==> src/verilog/etcg_pkg.sv <==
// Constants and carrier types for the edge timed current gate.
// Assumes a single 100 MHz clock domain and an AXI4-Lite register master.
package etcg_pkg;
	// ------------------------------------------------------------
	// Register map
	// ------------------------------------------------------------
	localparam logic [7:0] ETCG_MEASURE_CONTROL_ADDR = 8'h00;
	localparam logic [7:0] ETCG_CURRENT_SOURCE_CONTROL_ADDR = 8'h04;
	localparam logic [7:0] ETCG_IRQ_STATUS_ADDR = 8'h08;
	localparam logic [7:0] ETCG_IRQ_ENABLE_ADDR = 8'h0c;
	localparam logic [7:0] ETCG_IRQ_CLEAR_ADDR = 8'h10;
	// ------------------------------------------------------------
	// Measure control field positions
	// ------------------------------------------------------------
	localparam int ETCG_UNIT_ON_BIT = 15;
	localparam int ETCG_IDLE_HALT_BIT = 13;
	localparam int ETCG_DELAY_GEN_BIT = 12;
	localparam int ETCG_EDGE_ACCEPT_BIT = 11;
	localparam int ETCG_EDGE_ORDER_BIT = 10;
	localparam int ETCG_DISCHARGE_BIT = 9;
	localparam int ETCG_TRIG_OUT_BIT = 8;
	localparam int ETCG_SECOND_POL_BIT = 7;
	localparam int ETCG_SECOND_SRC_LSB = 5;
	localparam int ETCG_FIRST_POL_BIT = 4;
	localparam int ETCG_FIRST_SRC_LSB = 2;
	localparam int ETCG_SECOND_SEEN_BIT = 1;
	localparam int ETCG_FIRST_SEEN_BIT = 0;
	localparam logic [15:0] ETCG_MEASURE_CONTROL_RESET = 16'h0000;
	localparam logic [15:0] ETCG_MEASURE_CONTROL_WMASK = 16'hbfff;
	// ------------------------------------------------------------
	// Current source control field positions
	// ------------------------------------------------------------
	localparam int ETCG_TRIM_LSB = 10;
	localparam int ETCG_RANGE_LSB = 8;
	localparam logic [15:0] ETCG_CURRENT_SOURCE_CONTROL_RESET = 16'h0000;
	localparam logic [15:0] ETCG_CURRENT_SOURCE_CONTROL_WMASK = 16'hff00;
	// ------------------------------------------------------------
	// Source selector codes and interrupt bits
	// ------------------------------------------------------------
	localparam logic [1:0] ETCG_SRC_TIMER = 2'h0;
	localparam logic [1:0] ETCG_SRC_COMPARE = 2'h1;
	localparam logic [1:0] ETCG_SRC_PIN_TWO = 2'h2;
	localparam logic [1:0] ETCG_SRC_PIN_ONE = 2'h3;
	localparam int ETCG_IRQ_FIRST = 0;
	localparam int ETCG_IRQ_SECOND = 1;
	localparam int ETCG_IRQ_TRIP = 2;
	localparam logic [1:0] ETCG_RESP_OKAY = 2'h0;
	localparam logic [1:0] ETCG_RESP_SLVERR = 2'h2;

	typedef struct packed {
		logic [5:0] trim;
		logic [1:0] range;
		logic source_on;
		logic ground;
	} etcg_source_t;
endpackage : etcg_pkg

==> src/verilog/etcg_gate.sv <==
// Edge timed current gate: edge capture, source gating, delay pulse, AXI4-Lite registers.
// Assumes edge sources and the comparator output arrive asynchronously to clk_in.
`timescale 1ns/1ps
`default_nettype none
module etcg_gate import etcg_pkg::*; (
	input wire logic clk_in,
	input wire logic reset_in,
	input wire logic cpu_idle_in,
	input wire logic timer_event_in,
	input wire logic compare_event_in,
	input wire logic ext_edge_pin_one_in,
	input wire logic ext_edge_pin_two_in,
	input wire logic comparator_trip_in,
	output etcg_source_t source_out,
	output logic comparator_b_input_sel_out,
	output logic delay_pulse_out,
	output logic measure_pulse_out,
	output logic trigger_out,
	output logic irq_out,
	input wire logic [7:0] s_axi_awaddr,
	input wire logic s_axi_awvalid,
	output logic s_axi_awready,
	input wire logic [31:0] s_axi_wdata,
	input wire logic [3:0] s_axi_wstrb,
	input wire logic s_axi_wvalid,
	output logic s_axi_wready,
	output logic [1:0] s_axi_bresp,
	output logic s_axi_bvalid,
	input wire logic s_axi_bready,
	input wire logic [7:0] s_axi_araddr,
	input wire logic s_axi_arvalid,
	output logic s_axi_arready,
	output logic [31:0] s_axi_rdata,
	output logic [1:0] s_axi_rresp,
	output logic s_axi_rvalid,
	input wire logic s_axi_rready
);
	// ------------------------------------------------------------
	// Input synchronisers
	// ------------------------------------------------------------
	localparam int NSYNC = 5;
	logic [NSYNC-1:0] raw;
	logic [NSYNC-1:0] s1_q, s2_q, s3_q, lvl_q;
	logic [NSYNC-1:0] rise, fall;
	assign raw = {comparator_trip_in, ext_edge_pin_two_in, ext_edge_pin_one_in,
		compare_event_in, timer_event_in};
	genvar gi;
	generate
		for (gi = 0; gi < NSYNC; gi++) begin : g_sync
			always_ff @(posedge clk_in) begin
				if (reset_in) begin
					s1_q[gi] <= 1'b0;
					s2_q[gi] <= 1'b0;
					s3_q[gi] <= 1'b0;
					lvl_q[gi] <= 1'b0;
				end else begin
					s1_q[gi] <= raw[gi];
					s2_q[gi] <= s1_q[gi];
					s3_q[gi] <= s2_q[gi];
					if (s2_q[gi] == s3_q[gi])
						lvl_q[gi] <= s3_q[gi];
				end
			end
			assign rise[gi] = (s2_q[gi] == s3_q[gi]) && s3_q[gi] && !lvl_q[gi];
			assign fall[gi] = (s2_q[gi] == s3_q[gi]) && !s3_q[gi] && lvl_q[gi];
		end
	endgenerate

	// ------------------------------------------------------------
	// Registers
	// ------------------------------------------------------------
	logic [15:0] ctl_q, cur_q;
	logic [2:0] irq_stat_q, irq_en_q;
	logic unit_run;
	logic [1:0] edge_hit;
	logic trip_event;
	assign unit_run = ctl_q[ETCG_UNIT_ON_BIT] &&
		!(ctl_q[ETCG_IDLE_HALT_BIT] && cpu_idle_in);

	// Edge qualification per channel: source select then polarity
	logic [1:0] sel [2];
	logic [1:0] pol;
	assign sel[0] = ctl_q[ETCG_FIRST_SRC_LSB +: 2];
	assign sel[1] = ctl_q[ETCG_SECOND_SRC_LSB +: 2];
	assign pol = {ctl_q[ETCG_SECOND_POL_BIT], ctl_q[ETCG_FIRST_POL_BIT]};
	generate
		for (gi = 0; gi < 2; gi++) begin : g_chan
			logic r, f;
			always_comb begin
				unique case (sel[gi])
					ETCG_SRC_PIN_ONE: begin r = rise[2]; f = fall[2]; end
					ETCG_SRC_PIN_TWO: begin r = rise[3]; f = fall[3]; end
					ETCG_SRC_COMPARE: begin r = rise[1]; f = fall[1]; end
					ETCG_SRC_TIMER: begin r = rise[0]; f = fall[0]; end
				endcase
			end
			assign edge_hit[gi] = unit_run && ctl_q[ETCG_EDGE_ACCEPT_BIT] &&
				(pol[gi] ? r : f);
		end
	endgenerate

	logic first_seen, second_seen, second_ok;
	assign first_seen = ctl_q[ETCG_FIRST_SEEN_BIT];
	assign second_seen = ctl_q[ETCG_SECOND_SEEN_BIT];
	assign second_ok = edge_hit[1] &&
		(!ctl_q[ETCG_EDGE_ORDER_BIT] || first_seen);
	assign trip_event = unit_run && ctl_q[ETCG_DELAY_GEN_BIT] && rise[4];

	// ------------------------------------------------------------
	// AXI4-Lite slave
	// ------------------------------------------------------------
	logic aw_held_q, w_held_q;
	logic [7:0] awaddr_q;
	logic [31:0] wdata_q;
	logic [3:0] wstrb_q;
	logic do_write;
	logic [15:0] wmask;
	logic [15:0] wval;
	assign s_axi_awready = !aw_held_q && !s_axi_bvalid;
	assign s_axi_wready = !w_held_q && !s_axi_bvalid;
	assign do_write = aw_held_q && w_held_q && !s_axi_bvalid;
	assign s_axi_arready = !s_axi_rvalid;
	assign wmask = {{8{wstrb_q[1]}}, {8{wstrb_q[0]}}};
	assign wval = wdata_q[15:0];

	always_ff @(posedge clk_in) begin
		if (reset_in) begin
			aw_held_q <= 1'b0;
			w_held_q <= 1'b0;
			awaddr_q <= 8'h00;
			wdata_q <= 32'h0000_0000;
			wstrb_q <= 4'h0;
			s_axi_bvalid <= 1'b0;
			s_axi_bresp <= ETCG_RESP_OKAY;
		end else begin
			if (s_axi_awvalid && s_axi_awready) begin
				aw_held_q <= 1'b1;
				awaddr_q <= s_axi_awaddr;
			end
			if (s_axi_wvalid && s_axi_wready) begin
				w_held_q <= 1'b1;
				wdata_q <= s_axi_wdata;
				wstrb_q <= s_axi_wstrb;
			end
			if (do_write) begin
				aw_held_q <= 1'b0;
				w_held_q <= 1'b0;
				s_axi_bvalid <= 1'b1;
				unique case (awaddr_q)
					ETCG_MEASURE_CONTROL_ADDR, ETCG_CURRENT_SOURCE_CONTROL_ADDR,
					ETCG_IRQ_ENABLE_ADDR, ETCG_IRQ_CLEAR_ADDR:
						s_axi_bresp <= ETCG_RESP_OKAY;
					default: s_axi_bresp <= ETCG_RESP_SLVERR;
				endcase
			end else if (s_axi_bvalid && s_axi_bready) begin
				s_axi_bvalid <= 1'b0;
			end
		end
	end

	// Control register; seen bits set by hardware win over a software clear
	logic wr_ctl;
	assign wr_ctl = do_write && awaddr_q == ETCG_MEASURE_CONTROL_ADDR;
	always_ff @(posedge clk_in) begin
		if (reset_in) begin
			ctl_q <= ETCG_MEASURE_CONTROL_RESET;
		end else begin
			if (wr_ctl)
				ctl_q <= (ctl_q & ~(wmask & ETCG_MEASURE_CONTROL_WMASK)) |
					(wval & wmask & ETCG_MEASURE_CONTROL_WMASK);
			if (edge_hit[0])
				ctl_q[ETCG_FIRST_SEEN_BIT] <= 1'b1;
			if (second_ok)
				ctl_q[ETCG_SECOND_SEEN_BIT] <= 1'b1;
		end
	end

	always_ff @(posedge clk_in) begin
		if (reset_in)
			cur_q <= ETCG_CURRENT_SOURCE_CONTROL_RESET;
		else if (do_write && awaddr_q == ETCG_CURRENT_SOURCE_CONTROL_ADDR)
			cur_q <= (cur_q & ~(wmask & ETCG_CURRENT_SOURCE_CONTROL_WMASK)) |
				(wval & wmask & ETCG_CURRENT_SOURCE_CONTROL_WMASK);
	end

	// ------------------------------------------------------------
	// Interrupts
	// ------------------------------------------------------------
	logic [2:0] irq_set;
	logic [2:0] irq_clr;
	assign irq_set = {trip_event, second_ok, edge_hit[0]};
	assign irq_clr = (do_write && awaddr_q == ETCG_IRQ_CLEAR_ADDR && wstrb_q[0]) ?
		wdata_q[2:0] : 3'h0;
	always_ff @(posedge clk_in) begin
		if (reset_in) begin
			irq_stat_q <= 3'h0;
			irq_en_q <= 3'h0;
		end else begin
			irq_stat_q <= (irq_stat_q & ~irq_clr) | irq_set;
			if (do_write && awaddr_q == ETCG_IRQ_ENABLE_ADDR && wstrb_q[0])
				irq_en_q <= wdata_q[2:0];
		end
	end
	assign irq_out = |(irq_stat_q & irq_en_q);

	// Read channel
	always_ff @(posedge clk_in) begin
		if (reset_in) begin
			s_axi_rvalid <= 1'b0;
			s_axi_rdata <= 32'h0000_0000;
			s_axi_rresp <= ETCG_RESP_OKAY;
		end else if (s_axi_arvalid && s_axi_arready) begin
			s_axi_rvalid <= 1'b1;
			s_axi_rresp <= ETCG_RESP_OKAY;
			unique case (s_axi_araddr)
				ETCG_MEASURE_CONTROL_ADDR: s_axi_rdata <= {16'h0000, ctl_q};
				ETCG_CURRENT_SOURCE_CONTROL_ADDR: s_axi_rdata <= {16'h0000, cur_q};
				ETCG_IRQ_STATUS_ADDR: s_axi_rdata <= {29'h0, irq_stat_q};
				ETCG_IRQ_ENABLE_ADDR: s_axi_rdata <= {29'h0, irq_en_q};
				ETCG_IRQ_CLEAR_ADDR: s_axi_rdata <= 32'h0000_0000;
				default: begin
					s_axi_rdata <= 32'h0000_0000;
					s_axi_rresp <= ETCG_RESP_SLVERR;
				end
			endcase
		end else if (s_axi_rvalid && s_axi_rready) begin
			s_axi_rvalid <= 1'b0;
		end
	end

	// ------------------------------------------------------------
	// Analog control outputs
	// ------------------------------------------------------------
	logic charging;
	logic pulse_q;
	assign charging = unit_run && first_seen && !second_seen;
	always_ff @(posedge clk_in) begin
		if (reset_in) begin
			source_out <= '0;
			comparator_b_input_sel_out <= 1'b0;
			measure_pulse_out <= 1'b0;
			trigger_out <= 1'b0;
		end else begin
			source_out.trim <= cur_q[ETCG_TRIM_LSB +: 6];
			source_out.range <= cur_q[ETCG_RANGE_LSB +: 2];
			source_out.source_on <= charging && !ctl_q[ETCG_DISCHARGE_BIT];
			source_out.ground <= ctl_q[ETCG_DISCHARGE_BIT];
			comparator_b_input_sel_out <= unit_run && ctl_q[ETCG_DELAY_GEN_BIT];
			measure_pulse_out <= charging && !ctl_q[ETCG_DELAY_GEN_BIT];
			trigger_out <= ctl_q[ETCG_TRIG_OUT_BIT] && second_ok;
		end
	end

	// Delay pulse: set on trip, cleared when software clears the first seen bit or the delay gen bit
	always_ff @(posedge clk_in) begin
		if (reset_in)
			pulse_q <= 1'b0;
		else if (trip_event && first_seen)
			pulse_q <= 1'b1;
		else if (!first_seen || !ctl_q[ETCG_DELAY_GEN_BIT])
			pulse_q <= 1'b0;
	end
	assign delay_pulse_out = pulse_q;

	// ------------------------------------------------------------
	// Assertions
	// ------------------------------------------------------------
	property p_order;
		@(posedge clk_in) disable iff (reset_in)
		(ctl_q[ETCG_EDGE_ORDER_BIT] && !first_seen && !wr_ctl && !edge_hit[0])
			|=> !$rose(ctl_q[ETCG_SECOND_SEEN_BIT]);
	endproperty
	a_order: assert property (p_order) else $error("second edge before first");
	property p_block;
		@(posedge clk_in) disable iff (reset_in)
		!ctl_q[ETCG_EDGE_ACCEPT_BIT] && !wr_ctl |=>
			$stable(ctl_q[ETCG_SECOND_SEEN_BIT:ETCG_FIRST_SEEN_BIT]);
	endproperty
	a_block: assert property (p_block) else $error("edge accepted while blocked");
	property p_off;
		@(posedge clk_in) disable iff (reset_in)
		!ctl_q[ETCG_UNIT_ON_BIT] |=> !source_out.source_on && !measure_pulse_out;
	endproperty
	a_off: assert property (p_off) else $error("unit active while off");
	property p_idle;
		@(posedge clk_in) disable iff (reset_in)
		ctl_q[ETCG_IDLE_HALT_BIT] && cpu_idle_in && !wr_ctl |=>
			$stable(ctl_q[ETCG_SECOND_SEEN_BIT:ETCG_FIRST_SEEN_BIT]);
	endproperty
	a_idle: assert property (p_idle) else $error("unit ran in idle");
	property p_sticky;
		@(posedge clk_in) disable iff (reset_in)
		first_seen && !wr_ctl |=> first_seen;
	endproperty
	a_sticky: assert property (p_sticky) else $error("seen bit lost");
	property p_charge;
		@(posedge clk_in) disable iff (reset_in)
		source_out.source_on |-> $past(first_seen) && !$past(second_seen);
	endproperty
	a_charge: assert property (p_charge) else $error("current outside interval");
	property p_ground;
		@(posedge clk_in) disable iff (reset_in)
		ctl_q[ETCG_DISCHARGE_BIT] |=> source_out.ground && !source_out.source_on;
	endproperty
	a_ground: assert property (p_ground) else $error("discharge not grounded");
	property p_trip;
		@(posedge clk_in) disable iff (reset_in)
		trip_event && first_seen |=> delay_pulse_out;
	endproperty
	a_trip: assert property (p_trip) else $error("no pulse after trip");
	property p_irq;
		@(posedge clk_in) disable iff (reset_in)
		edge_hit[0] |=> irq_stat_q[ETCG_IRQ_FIRST];
	endproperty
	a_irq: assert property (p_irq) else $error("first edge status missing");
endmodule : etcg_gate
`default_nettype wire

==> config.mk <==
export PLATFORM = sky130hd
export DESIGN_NAME = etcg_gate
export DESIGN_NICKNAME = d
export VERILOG_FILES = /design/src/verilog/etcg_pkg.sv /design/src/verilog/etcg_gate.sv
export SDC_FILE = /design/constraint.sdc
export NUM_CORES = 1
export LEC_CHECK = 0
export BUFFER_PORTS_ARGS = -buffer_cell sky130_fd_sc_hd__buf_2
export CORE_MARGIN = 2
export CORE_UTILIZATION = 47
export DETAILED_ROUTE_END_ITERATION = 8
export PLACE_DENSITY = 0.84
export SLEW_MARGIN = 10
export SYNTH_ARGS = -nofsm -noshare
export SYNTH_HDL_FRONTEND = slang
export SYNTH_SLANG_ARGS = --single-unit
export TNS_END_PERCENT = 1
==> constraint.sdc <==
create_clock -name clk_in -period 2.1 [get_ports clk_in]
set_input_delay 0.42 -clock clk_in [delete_from_list [all_inputs] [get_ports clk_in]]
set_output_delay 0.42 -clock clk_in [all_outputs]
set_load 0.01 [all_outputs]
==> results.json, run 1 <==
{
  "status": "finished clean",
  "clock_sinks": 111,
  "setup_viol": 0,
  "fin_crit_ns": 1.926,
  "max_freq_mhz": 519.2,
  "fin_crit_sh_pct": 91.72,
  "clkLatencyLatePin_ns": 0.37,
  "viasPerCell": 5.146,
  "io_pins": 121,
  "crit_type": "flip-flop to flip-flop",
  "hold_class": "input pin to flip-flop",
  "wl_mm": 9.171,
  "area_delta_synth_final_pct": 16.77,
  "ys_seq_area_share_pct": 50.83,
  "rows": 35,
  "cts_tree": "yes",
  "worst_pin_slew_ns": 0.6509,
  "htree_levels": 3,
  "die_w_um": 100.4,
  "power.density_nw_per_um2": 783.2,
  "cap_violations": 0,
  "clk_path_buf_depth": 2,
  "avgSynthCellArea_um2": 9.204,
  "post_cts_resize_count": 1,
  "post_cts_buffers": 0,
  "drcViolationCount": 0,
  "drv_slew": 0,
  "yosysUniqueCellTypes": 43,
  "coreArea_um2": 9153,
  "leakage_uw": 0.002274,
  "portBuffers": 84,
  "cp-start-kind": "flip-flop",
  "grt_pass1_vias": 3233,
  "wl_per_cell_um": 13.63,
  "fin_total_pwr_uw": 3998,
  "rsz0062_at_grt": "no",
  "layout-drive-gt1-share_pct": 22.60,
  "fin_area_um2": 5105,
  "nNetsFinal": 632,
  "utilization_pct": 55.78,
  "path_clk_slew_ns": 0.11,
  "syn_inst": 475,
  "synth.cell_area_um2": 4372,
  "fin_skew_ns": 0.01218,
  "dp_hpwl_mm": 6.940,
  "yosysWarnings": 0,
  "tns_ns": 0,
  "ctsHoldBuffers": 0,
  "dr.pass1.iters": 4,
  "place_area_um2": 4851,
  "die_area_um2": 10090,
  "ir_worst_vdd_mv": 0.4022,
  "place_congestion": 0.8129,
  "grt_max_degree": 42,
  "crit_path_max_fanout": 7,
  "grt_pass1_wl_mm": 15.08,
  "antenna_found_initial": 0,
  "cp.required_ns": 2.36,
  "overflow": 0,
  "numCtsBuffers": 9,
  "worstPathArrival_ns": 2.18,
  "ys_ff_latch": 111,
  "antenna_cells": 0,
  "vias": 3463,
  "initial_core_util_pct": 47.76,
  "cp-end-kind": "flip-flop",
  "relSlewSlack_pct": 56.60,
  "die_h_um": 100.4,
  "final_antenna_net_count": 0,
  "hold_ws_ns": 0.2326,
  "grt_usage_pct": 18.82,
  "drtIter0Drc": 169,
  "final_hold_viol_count": 0,
  "clockRootBuffer": "clkbuf_8"
}
[synthesized netlist by cell type (all sizes together)]
master | count | area, um^2
clkbuf | 18 | 67.56
ha | 9 | 112.6
nand4b | 1 | 8.760
nand2 | 89 | 334.1
nor3 | 6 | 30.03
a21oi | 43 | 215.2
o21bai | 1 | 7.510
and3 | 1 | 6.260
a222oi | 1 | 10.01
o21ai | 8 | 66.31
o2111a | 1 | 11.26
nor2 | 51 | 191.4
mux2i | 33 | 330.3
a31oi | 1 | 6.260
inv | 12 | 45.04
a22oi | 8 | 60.06
nand3b | 2 | 15.01
conb | 1 | 3.750
nor4 | 4 | 31.28
mux4 | 4 | 90.09
or3 | 1 | 6.260
or4 | 3 | 26.27
mux2 | 4 | 45.04
a211oi | 1 | 7.510
a31o | 1 | 8.760
dfxtp | 111 | 2222
nor3b | 1 | 7.510
nand4 | 3 | 25.02
buf | 20 | 143.9
nand2b | 5 | 31.28
or4bb | 2 | 22.52
nand3 | 1 | 5.000
nor2b | 22 | 137.6
o21a | 2 | 15.01
and2 | 4 | 25.02
[critical path, cell delays in order, from the launching register on]
cell and delay [ns]:
dfxtp_1 0.32, or4_1 0.62, nor3_2 0.27, nand4b_1 0.14, buf_4 0.21, mux2i_1 0.19, nor2_1 0.07
[where the power goes]
part           leakage, uW  total [uW]  switching, uW  internal, uW
sequential        0.000902        2210           47.4          2160
clock             0.000120        1500            705           796
combinational      0.00125         287            178           110
[cell families after synthesis]
kind of cell    Yosys count  share of synthesized area [%]
other cells               1                        0.08578
mux                      41                          10.65
flops                   111                          50.83
fa+ha+maj                 9                          2.576
buf+inv                  50                          5.867
simple gates            196                          20.66
compound gates           67                          9.330
[metrics by stage]
stage,setup WS [ns],instances
floorplan,0.01104,492
global placement,-0.03006,658
detailed placement,-0.07600,658
CTS,0.04360,673
global route,0.04379,673
finish,0.1738,673
[path summary, 6_finish.rpt]
check,from,end,slack (ns),depth (start not counted)
max,awaddr_q[7],flip-flop,0.17,6
min,s_axi_rready,s_axi_rvalid,0.23,2
max reg2reg,awaddr_q[7],flip-flop,0.17,6
min reg2reg,s1_q[3],s2_q[3],0.44,1
[metal layers]
metal	up-vias	track usage, %	routed length, um
met4	0	7.376	171
met5	-	0	0
met3	12	3.760	486
met2	104	30.30	4319
li1	1712	-	-
met1	1635	24.93	4194
[final cells by class]
cell class                      count  area (um^2)
Fill cell                         830         4048
Tap cell                          111        138.9
Clock buffer                        9        123.9
Inverter                           12        45.04
Sequential cell                   111         2222
Clock inverter                      6        116.4
Multi-Input combinational cell    331         1971
Timing Repair Buffer               93        488.0
[cells in the final DEF (no fill, tap or decap), types with 8 or more instances in the layout]
cell type | Yosys | routed
a22oi_1 | 8 | 8
nand2_1 | 89 | 89
a21oi_1 | 43 | 43
dfxtp_1 | 111 | 111
nor2b_1 | 22 | 22
mux2i_1 | 33 | 33
inv_1 | 11 | 11
ha_1 | 9 | 9
nor2_1 | 51 | 51
buf_4 | 18 | 9
buf_2 | 1 | 84
clkbuf_8 | 0 | 9
conb_1 | 1 | 18
Note: power is estimated with default switching activity, not from simulation.
==> run 2, diff against run 1 <==
--- a/config.mk
+++ b/config.mk
@@ -9,7 +9,8 @@
 export CORE_MARGIN = 2
 export CORE_UTILIZATION = 47
 export DETAILED_ROUTE_END_ITERATION = 8
-export PLACE_DENSITY = 0.84
+export MAX_ROUTING_LAYER = met4
+export PLACE_DENSITY_LB_ADDON = 0.08
 export SLEW_MARGIN = 10
 export SYNTH_ARGS = -nofsm -noshare
 export SYNTH_HDL_FRONTEND = slang
==> run 2 against run 1 <==
Against the previous run:
- final cell count is 0.45% higher
- critical path depth is 1 lower
- utilization is 0.055 points lower
- clock skew is 0.0013 ns lower
- final area hardly changed
==> results.json, run 2 (synthesized netlist as in run 1, its figures left out) <==
{
  "max_freq_mhz": 525.8,
  "place_congestion": 0.7741,
  "fin_skew_ns": 0.01083,
  "drcViolationCount": 0,
  "finalWorstSetupSlack_ns": 0.1982,
  "fin_area_um2": 5100,
  "layout-drive-gt1-share_pct": 23.19,
  "place_ws_ns": -0.04000,
  "io_pins": 121,
  "numCtsBuffers": 9,
  "grt_max_degree": 38,
  "comb_power_share_pct": 7.3,
  "initial_core_util_pct": 47.76,
  "top_usage_layer": "met2",
  "crit_path_max_fanout": 8,
  "clkPwrFrac_pct": 36.4,
  "worst_pin_slew_ns": 0.6537,
  "nNetsFinal": 634,
  "portBuffers": 84,
  "critPathBufInv": 0,
  "wl_per_cell_um": 13.36,
  "antenna_found_initial": 0,
  "die_w_um": 100.4,
  "die_h_um": 100.4,
  "ctsHoldBuffers": 0,
  "hold_class": "input pin to flip-flop",
  "grt_usage_pct": 18.69,
  "relSlewSlack_pct": 56.32,
  "clkLatencyLatePin_ns": 0.37,
  "grt_pass1_wl_mm": 14.40,
  "power.density_nw_per_um2": 769.3,
  "drv_slew": 0,
  "met2_usage_pct": 29.17,
  "met1_usage_pct": 24.66,
  "dp_hpwl_mm": 6.583,
  "status": "finished clean",
  "wl_mm": 9.030,
  "worstPathArrival_ns": 2.15,
  "leakage_uw": 0.002261,
  "layout_commonest_cell": "dfxtp_1",
  "cp_cell_sequence": "or4_1 -> nor2_1 -> nand3_1 -> mux2i_1 -> o21bai_1",
  "crit_type": "flip-flop to flip-flop",
  "ir_worst_vdd_mv": 0.3788,
  "cap_violations": 0,
  "final_hold_viol_count": 0,
  "drtIter0Drc": 90,
  "clockRootBuffer": "clkbuf_8",
  "final_cell_mix": "dfxtp_1 (111), nand2_1 (89), buf_2 (84)",
  "coreArea_um2": 9153,
  "die_area_um2": 10090,
  "rsz0062_at_grt": "no",
  "fin_crit_ns": 1.902,
  "rows": 35,
  "seqPwrFrac_pct": 56.3,
  "area_delta_synth_final_pct": 16.66,
  "overflow": 0,
  "netSwitchingFraction_pct": 24.54,
  "final_antenna_net_count": 0,
  "cp-start-kind": "flip-flop",
  "cp.required_ns": 2.35,
  "place_area_um2": 4866,
  "tns_ns": 0,
  "clock_sinks": 111,
  "cpPeakStageDelay_ns": 0.61,
  "clk_path_buf_depth": 2,
  "htree_levels": 3,
  "vias": 3314,
  "dr.pass1.iters": 5,
  "switchingPower_uw": 963.0,
  "met3_usage_pct": 3.064,
  "utilization_pct": 55.72,
  "critPathSlowestCell": "or4_1",
  "grt_pass1_vias": 3076,
  "cts_tree": "yes",
  "cp-end-kind": "flip-flop",
  "path_clk_slew_ns": 0.10,
  "cp_top_family": "simple AND/OR/NAND/NOR gates",
  "fillCellCount": 870,
  "antenna_cells": 0,
  "setup_viol": 0,
  "viasPerCell": 4.902,
  "power.internal_uw": 2961,
  "fin_crit_sh_pct": 90.56
}
[run 2: through the flow]
stage | instances | power (uW) | hold slack, ns
global placement | 660 | 2534 | 0.4220
floorplan | 492 | 2454 | 0.4138
finish | 676 | 3924 | 0.2357
detailed placement | 660 | 2542 | 0.4303
global route | 676 | 4088 | 0.2284
CTS | 676 | 3961 | 0.2230
[run 2: layout make-up]
cell class	count	area (um^2)	share of cell area, %
clock inverters	7	103.9	2.036
inverters	12	45.04	0.8832
multi-input cells	331	1963	38.49
well taps	111	138.9	2.723
repair buffers	95	503.0	9.863
flip-flops and latches	111	2222	43.57
clock buffers	9	123.9	2.429
[run 2: metal layers]
layer	wire (um)	part of all wire, %
met1	4549	50
met2	3947	44
met3	416	4.6
met4	117	1.3
met5	0	0
[run 2: worst paths after layout]
kind,slack (ns),startpoint,end,cells past startpoint
max,0.20,awaddr_q[7],ctl_q[1],5
min,0.24,s_axi_rready,s_axi_rvalid,2
max reg2reg,0.20,awaddr_q[7],ctl_q[1],5
min reg2reg,0.45,s1_q[2],s2_q[2],1
[run 2: timing repair]
item                                    CTS  global route
endpoints found under the setup margin    0            11
gates resized for setup                   0             2
setup buffers                             0             0
[run 2: power by group through the flow]
stage / logic [uW] / clock network, uW / registers (uW)
after CTS: 287 / 1470 / 2210
after global routing: 324 / 1550 / 2220
after global placement: 281 / 0 / 2250
after floorplan: 210 / 0 / 2240
final: 286 / 1430 / 2210
after detailed placement: 286 / 0 / 2260
==> run 3, diff against run 2 <==
--- a/config.mk
+++ b/config.mk
@@ -5,10 +5,10 @@
 export SDC_FILE = /design/constraint.sdc
 export NUM_CORES = 1
 export LEC_CHECK = 0
-export BUFFER_PORTS_ARGS = -buffer_cell sky130_fd_sc_hd__buf_2
 export CORE_MARGIN = 2
-export CORE_UTILIZATION = 47
+export CORE_UTILIZATION = 56
 export DETAILED_ROUTE_END_ITERATION = 8
+export DONT_BUFFER_PORTS = 1
 export MAX_ROUTING_LAYER = met4
 export PLACE_DENSITY_LB_ADDON = 0.08
 export SLEW_MARGIN = 10
==> run 3 against run 2 <==
Against the previous run:
- setup slack better by 0.021 ns
- first-iteration DRC count is 37% higher
- fmax is 1.1% higher
- final area is 10% lower
- via count is 9.0% lower
- sequential share of layout area is 5.0 points higher
- utilization is 4.2 points higher
==> results.json, run 3 (synthesized netlist as in run 1, its figures left out) <==
{
  "final_cell_mix": "dfxtp_1 (111), nand2_1 (89), nor2_1 (51)",
  "leakage_uw": 0.001842,
  "rows": 32,
  "clkLatencyLatePin_ns": 0.36,
  "reg2regPathDepth": 6,
  "drcViolationCount": 0,
  "nNetsFinal": 546,
  "worstPathArrival_ns": 2.14,
  "cpPeakStageDelay_ns": 0.58,
  "wl_mm": 8.178,
  "htree_levels": 3,
  "area_delta_synth_final_pct": 4.751,
  "worstHoldStart": "reset_in",
  "fin_skew_ns": 0.006709,
  "ctsHoldBuffers": 0,
  "power.density_nw_per_um2": 772.3,
  "finalWorstSetupSlack_ns": 0.2192,
  "coreArea_um2": 7647,
  "tns_ns": 0,
  "die_w_um": 92.36,
  "die_area_um2": 8529,
  "critPathSlowestCell": "or4_1",
  "worst_pin_slew_ns": 0.6355,
  "overflow": 0,
  "place_congestion": 0.7772,
  "cp-end-kind": "flip-flop",
  "cap_violations": 0,
  "rsz0062_at_grt": "no",
  "utilization_pct": 59.88,
  "relSlewSlack_pct": 57.53,
  "worstReg2RegStart": "awaddr_q[7]",
  "final_antenna_net_count": 0,
  "fin_crit_ns": 1.881,
  "ir_worst_vdd_mv": 0.4244,
  "grt_pass1_wl_mm": 13.07,
  "cts_tree": "yes",
  "portBuffers": 0,
  "setup_viol": 0,
  "antenna_found_initial": 0,
  "clockRootBuffer": "clkbuf_8",
  "layout_commonest_cell": "dfxtp_1",
  "dr.pass1.iters": 4,
  "fin_total_pwr_uw": 3537,
  "place_ws_ns": 0.05284,
  "clk_path_buf_depth": 2,
  "viasPerCell": 5.211,
  "path_clk_slew_ns": 0.10,
  "crit_path_max_fanout": 8,
  "io_pins": 121,
  "final_hold_viol_count": 0,
  "layout-drive-gt1-share_pct": 8.595,
  "cp-start-kind": "flip-flop",
  "wl_per_cell_um": 14.12,
  "reg2reg_slack_ns": 0.22,
  "cp_cell_sequence": "or4_1 -> nor3_1 -> nand4_2 -> buf_4 -> mux2i_1 -> nor2_1",
  "die_h_um": 92.36,
  "worstHoldEndpoint": "s_axi_rdata[14]",
  "grt_pass1_vias": 2684,
  "vias": 3017,
  "grt_max_degree": 103,
  "dp_hpwl_mm": 5.745,
  "status": "finished clean",
  "max_freq_mhz": 531.7,
  "drtIter0Drc": 123,
  "holdPathStages": 1,
  "drv_slew": 0,
  "hold_ws_ns": 0.1208,
  "numCtsBuffers": 9,
  "cp.required_ns": 2.36,
  "grt_usage_pct": 20.14,
  "crit_type": "flip-flop to flip-flop",
  "initial_core_util_pct": 57.17,
  "fin_crit_sh_pct": 89.56,
  "antenna_cells": 0,
  "hold_class": "input pin to flip-flop",
  "clock_sinks": 111
}
[run 3: cell count changes in the layout (fill, tap and decap cells not counted)]
| cell | before | now |
|---|---|---|
| buf_2 | 84 | 0 |
| buf_4 | 11 | 7 |
| bufinv_16 | 2 | 0 |
| clkbuf_1 | 0 | 1 |
| clkbuf_8 | 9 | 10 |
| clkinv_2 | 0 | 3 |
| clkinvlp_4 | 2 | 0 |
| inv_8 | 1 | 0 |
| nor3_1 | 5 | 6 |
| nor3_2 | 1 | 0 |
[run 3: how the worst max path moves through the flow]
| stage | startpoint | end | cells after the start |
|---|---|---|---|
| 6_report | awaddr_q[7] | flip-flop | 6 |
| 5_1_grt | awaddr_q[7] | flip-flop | 5 |
| 4_1_cts | awaddr_q[7] | ctl_q[0] | 5 |
| 3_5_place_dp | s_axi_araddr[1] | s_axi_rdata[11] | 4 |
| 3_3_place_gp | s_axi_araddr[1] | s_axi_rdata[11] | 4 |
| 2_1_floorplan | s_axi_araddr[1] | s_axi_rdata[10] | 5 |
[run 3: layout make-up]
cell class,instances,area (um^2)
Inverter,12,45.04
Sequential cell,111,2222
Tap cell,102,127.6
Multi-Input combinational cell,331,1958
Fill cell,739,3068
Clock buffer,11,141.4
Clock inverter,5,32.53
Timing Repair Buffer,7,52.55
[run 3: routing by layer]
layer / wire length, um / global-route usage [%] / vias up
met5: 0 / - / -
met4: 83 / 5.597 / 0
met3: 606 / 6.103 / 7
met2: 3523 / 28.89 / 100
met1: 3964 / 27.76 / 1359
li1: - / - / 1551
[run 3: critical path, delay by kind of cell (launching register included)]
kind | cells | cell delay, ns
buffers and inverters | 1 | 0.21
and+or+nand+nor | 4 | 1.08
DFF | 1 | 0.32
muxes | 1 | 0.16
[run 3: metrics by stage]
stage / cells / instance area [um^2]
after floorplan: 492 / 4436
after global placement: 563 / 4404
after detailed placement: 563 / 4404
after CTS: 579 / 4578
after global routing: 579 / 4579
final: 579 / 4579
[run 3: report_power, final]
part	total, uW	switching [uW]	internal [uW]
sequential	2210	47.6	2160
clock	1140	678	466
combinational	184	114	70.2
total	3540	839	2700
[run 3: what timing repair did]
action / CTS / global route
endpoints found under the setup margin: 0 / 1
resized for setup: 0 / 1
setup buffers: 0 / 0
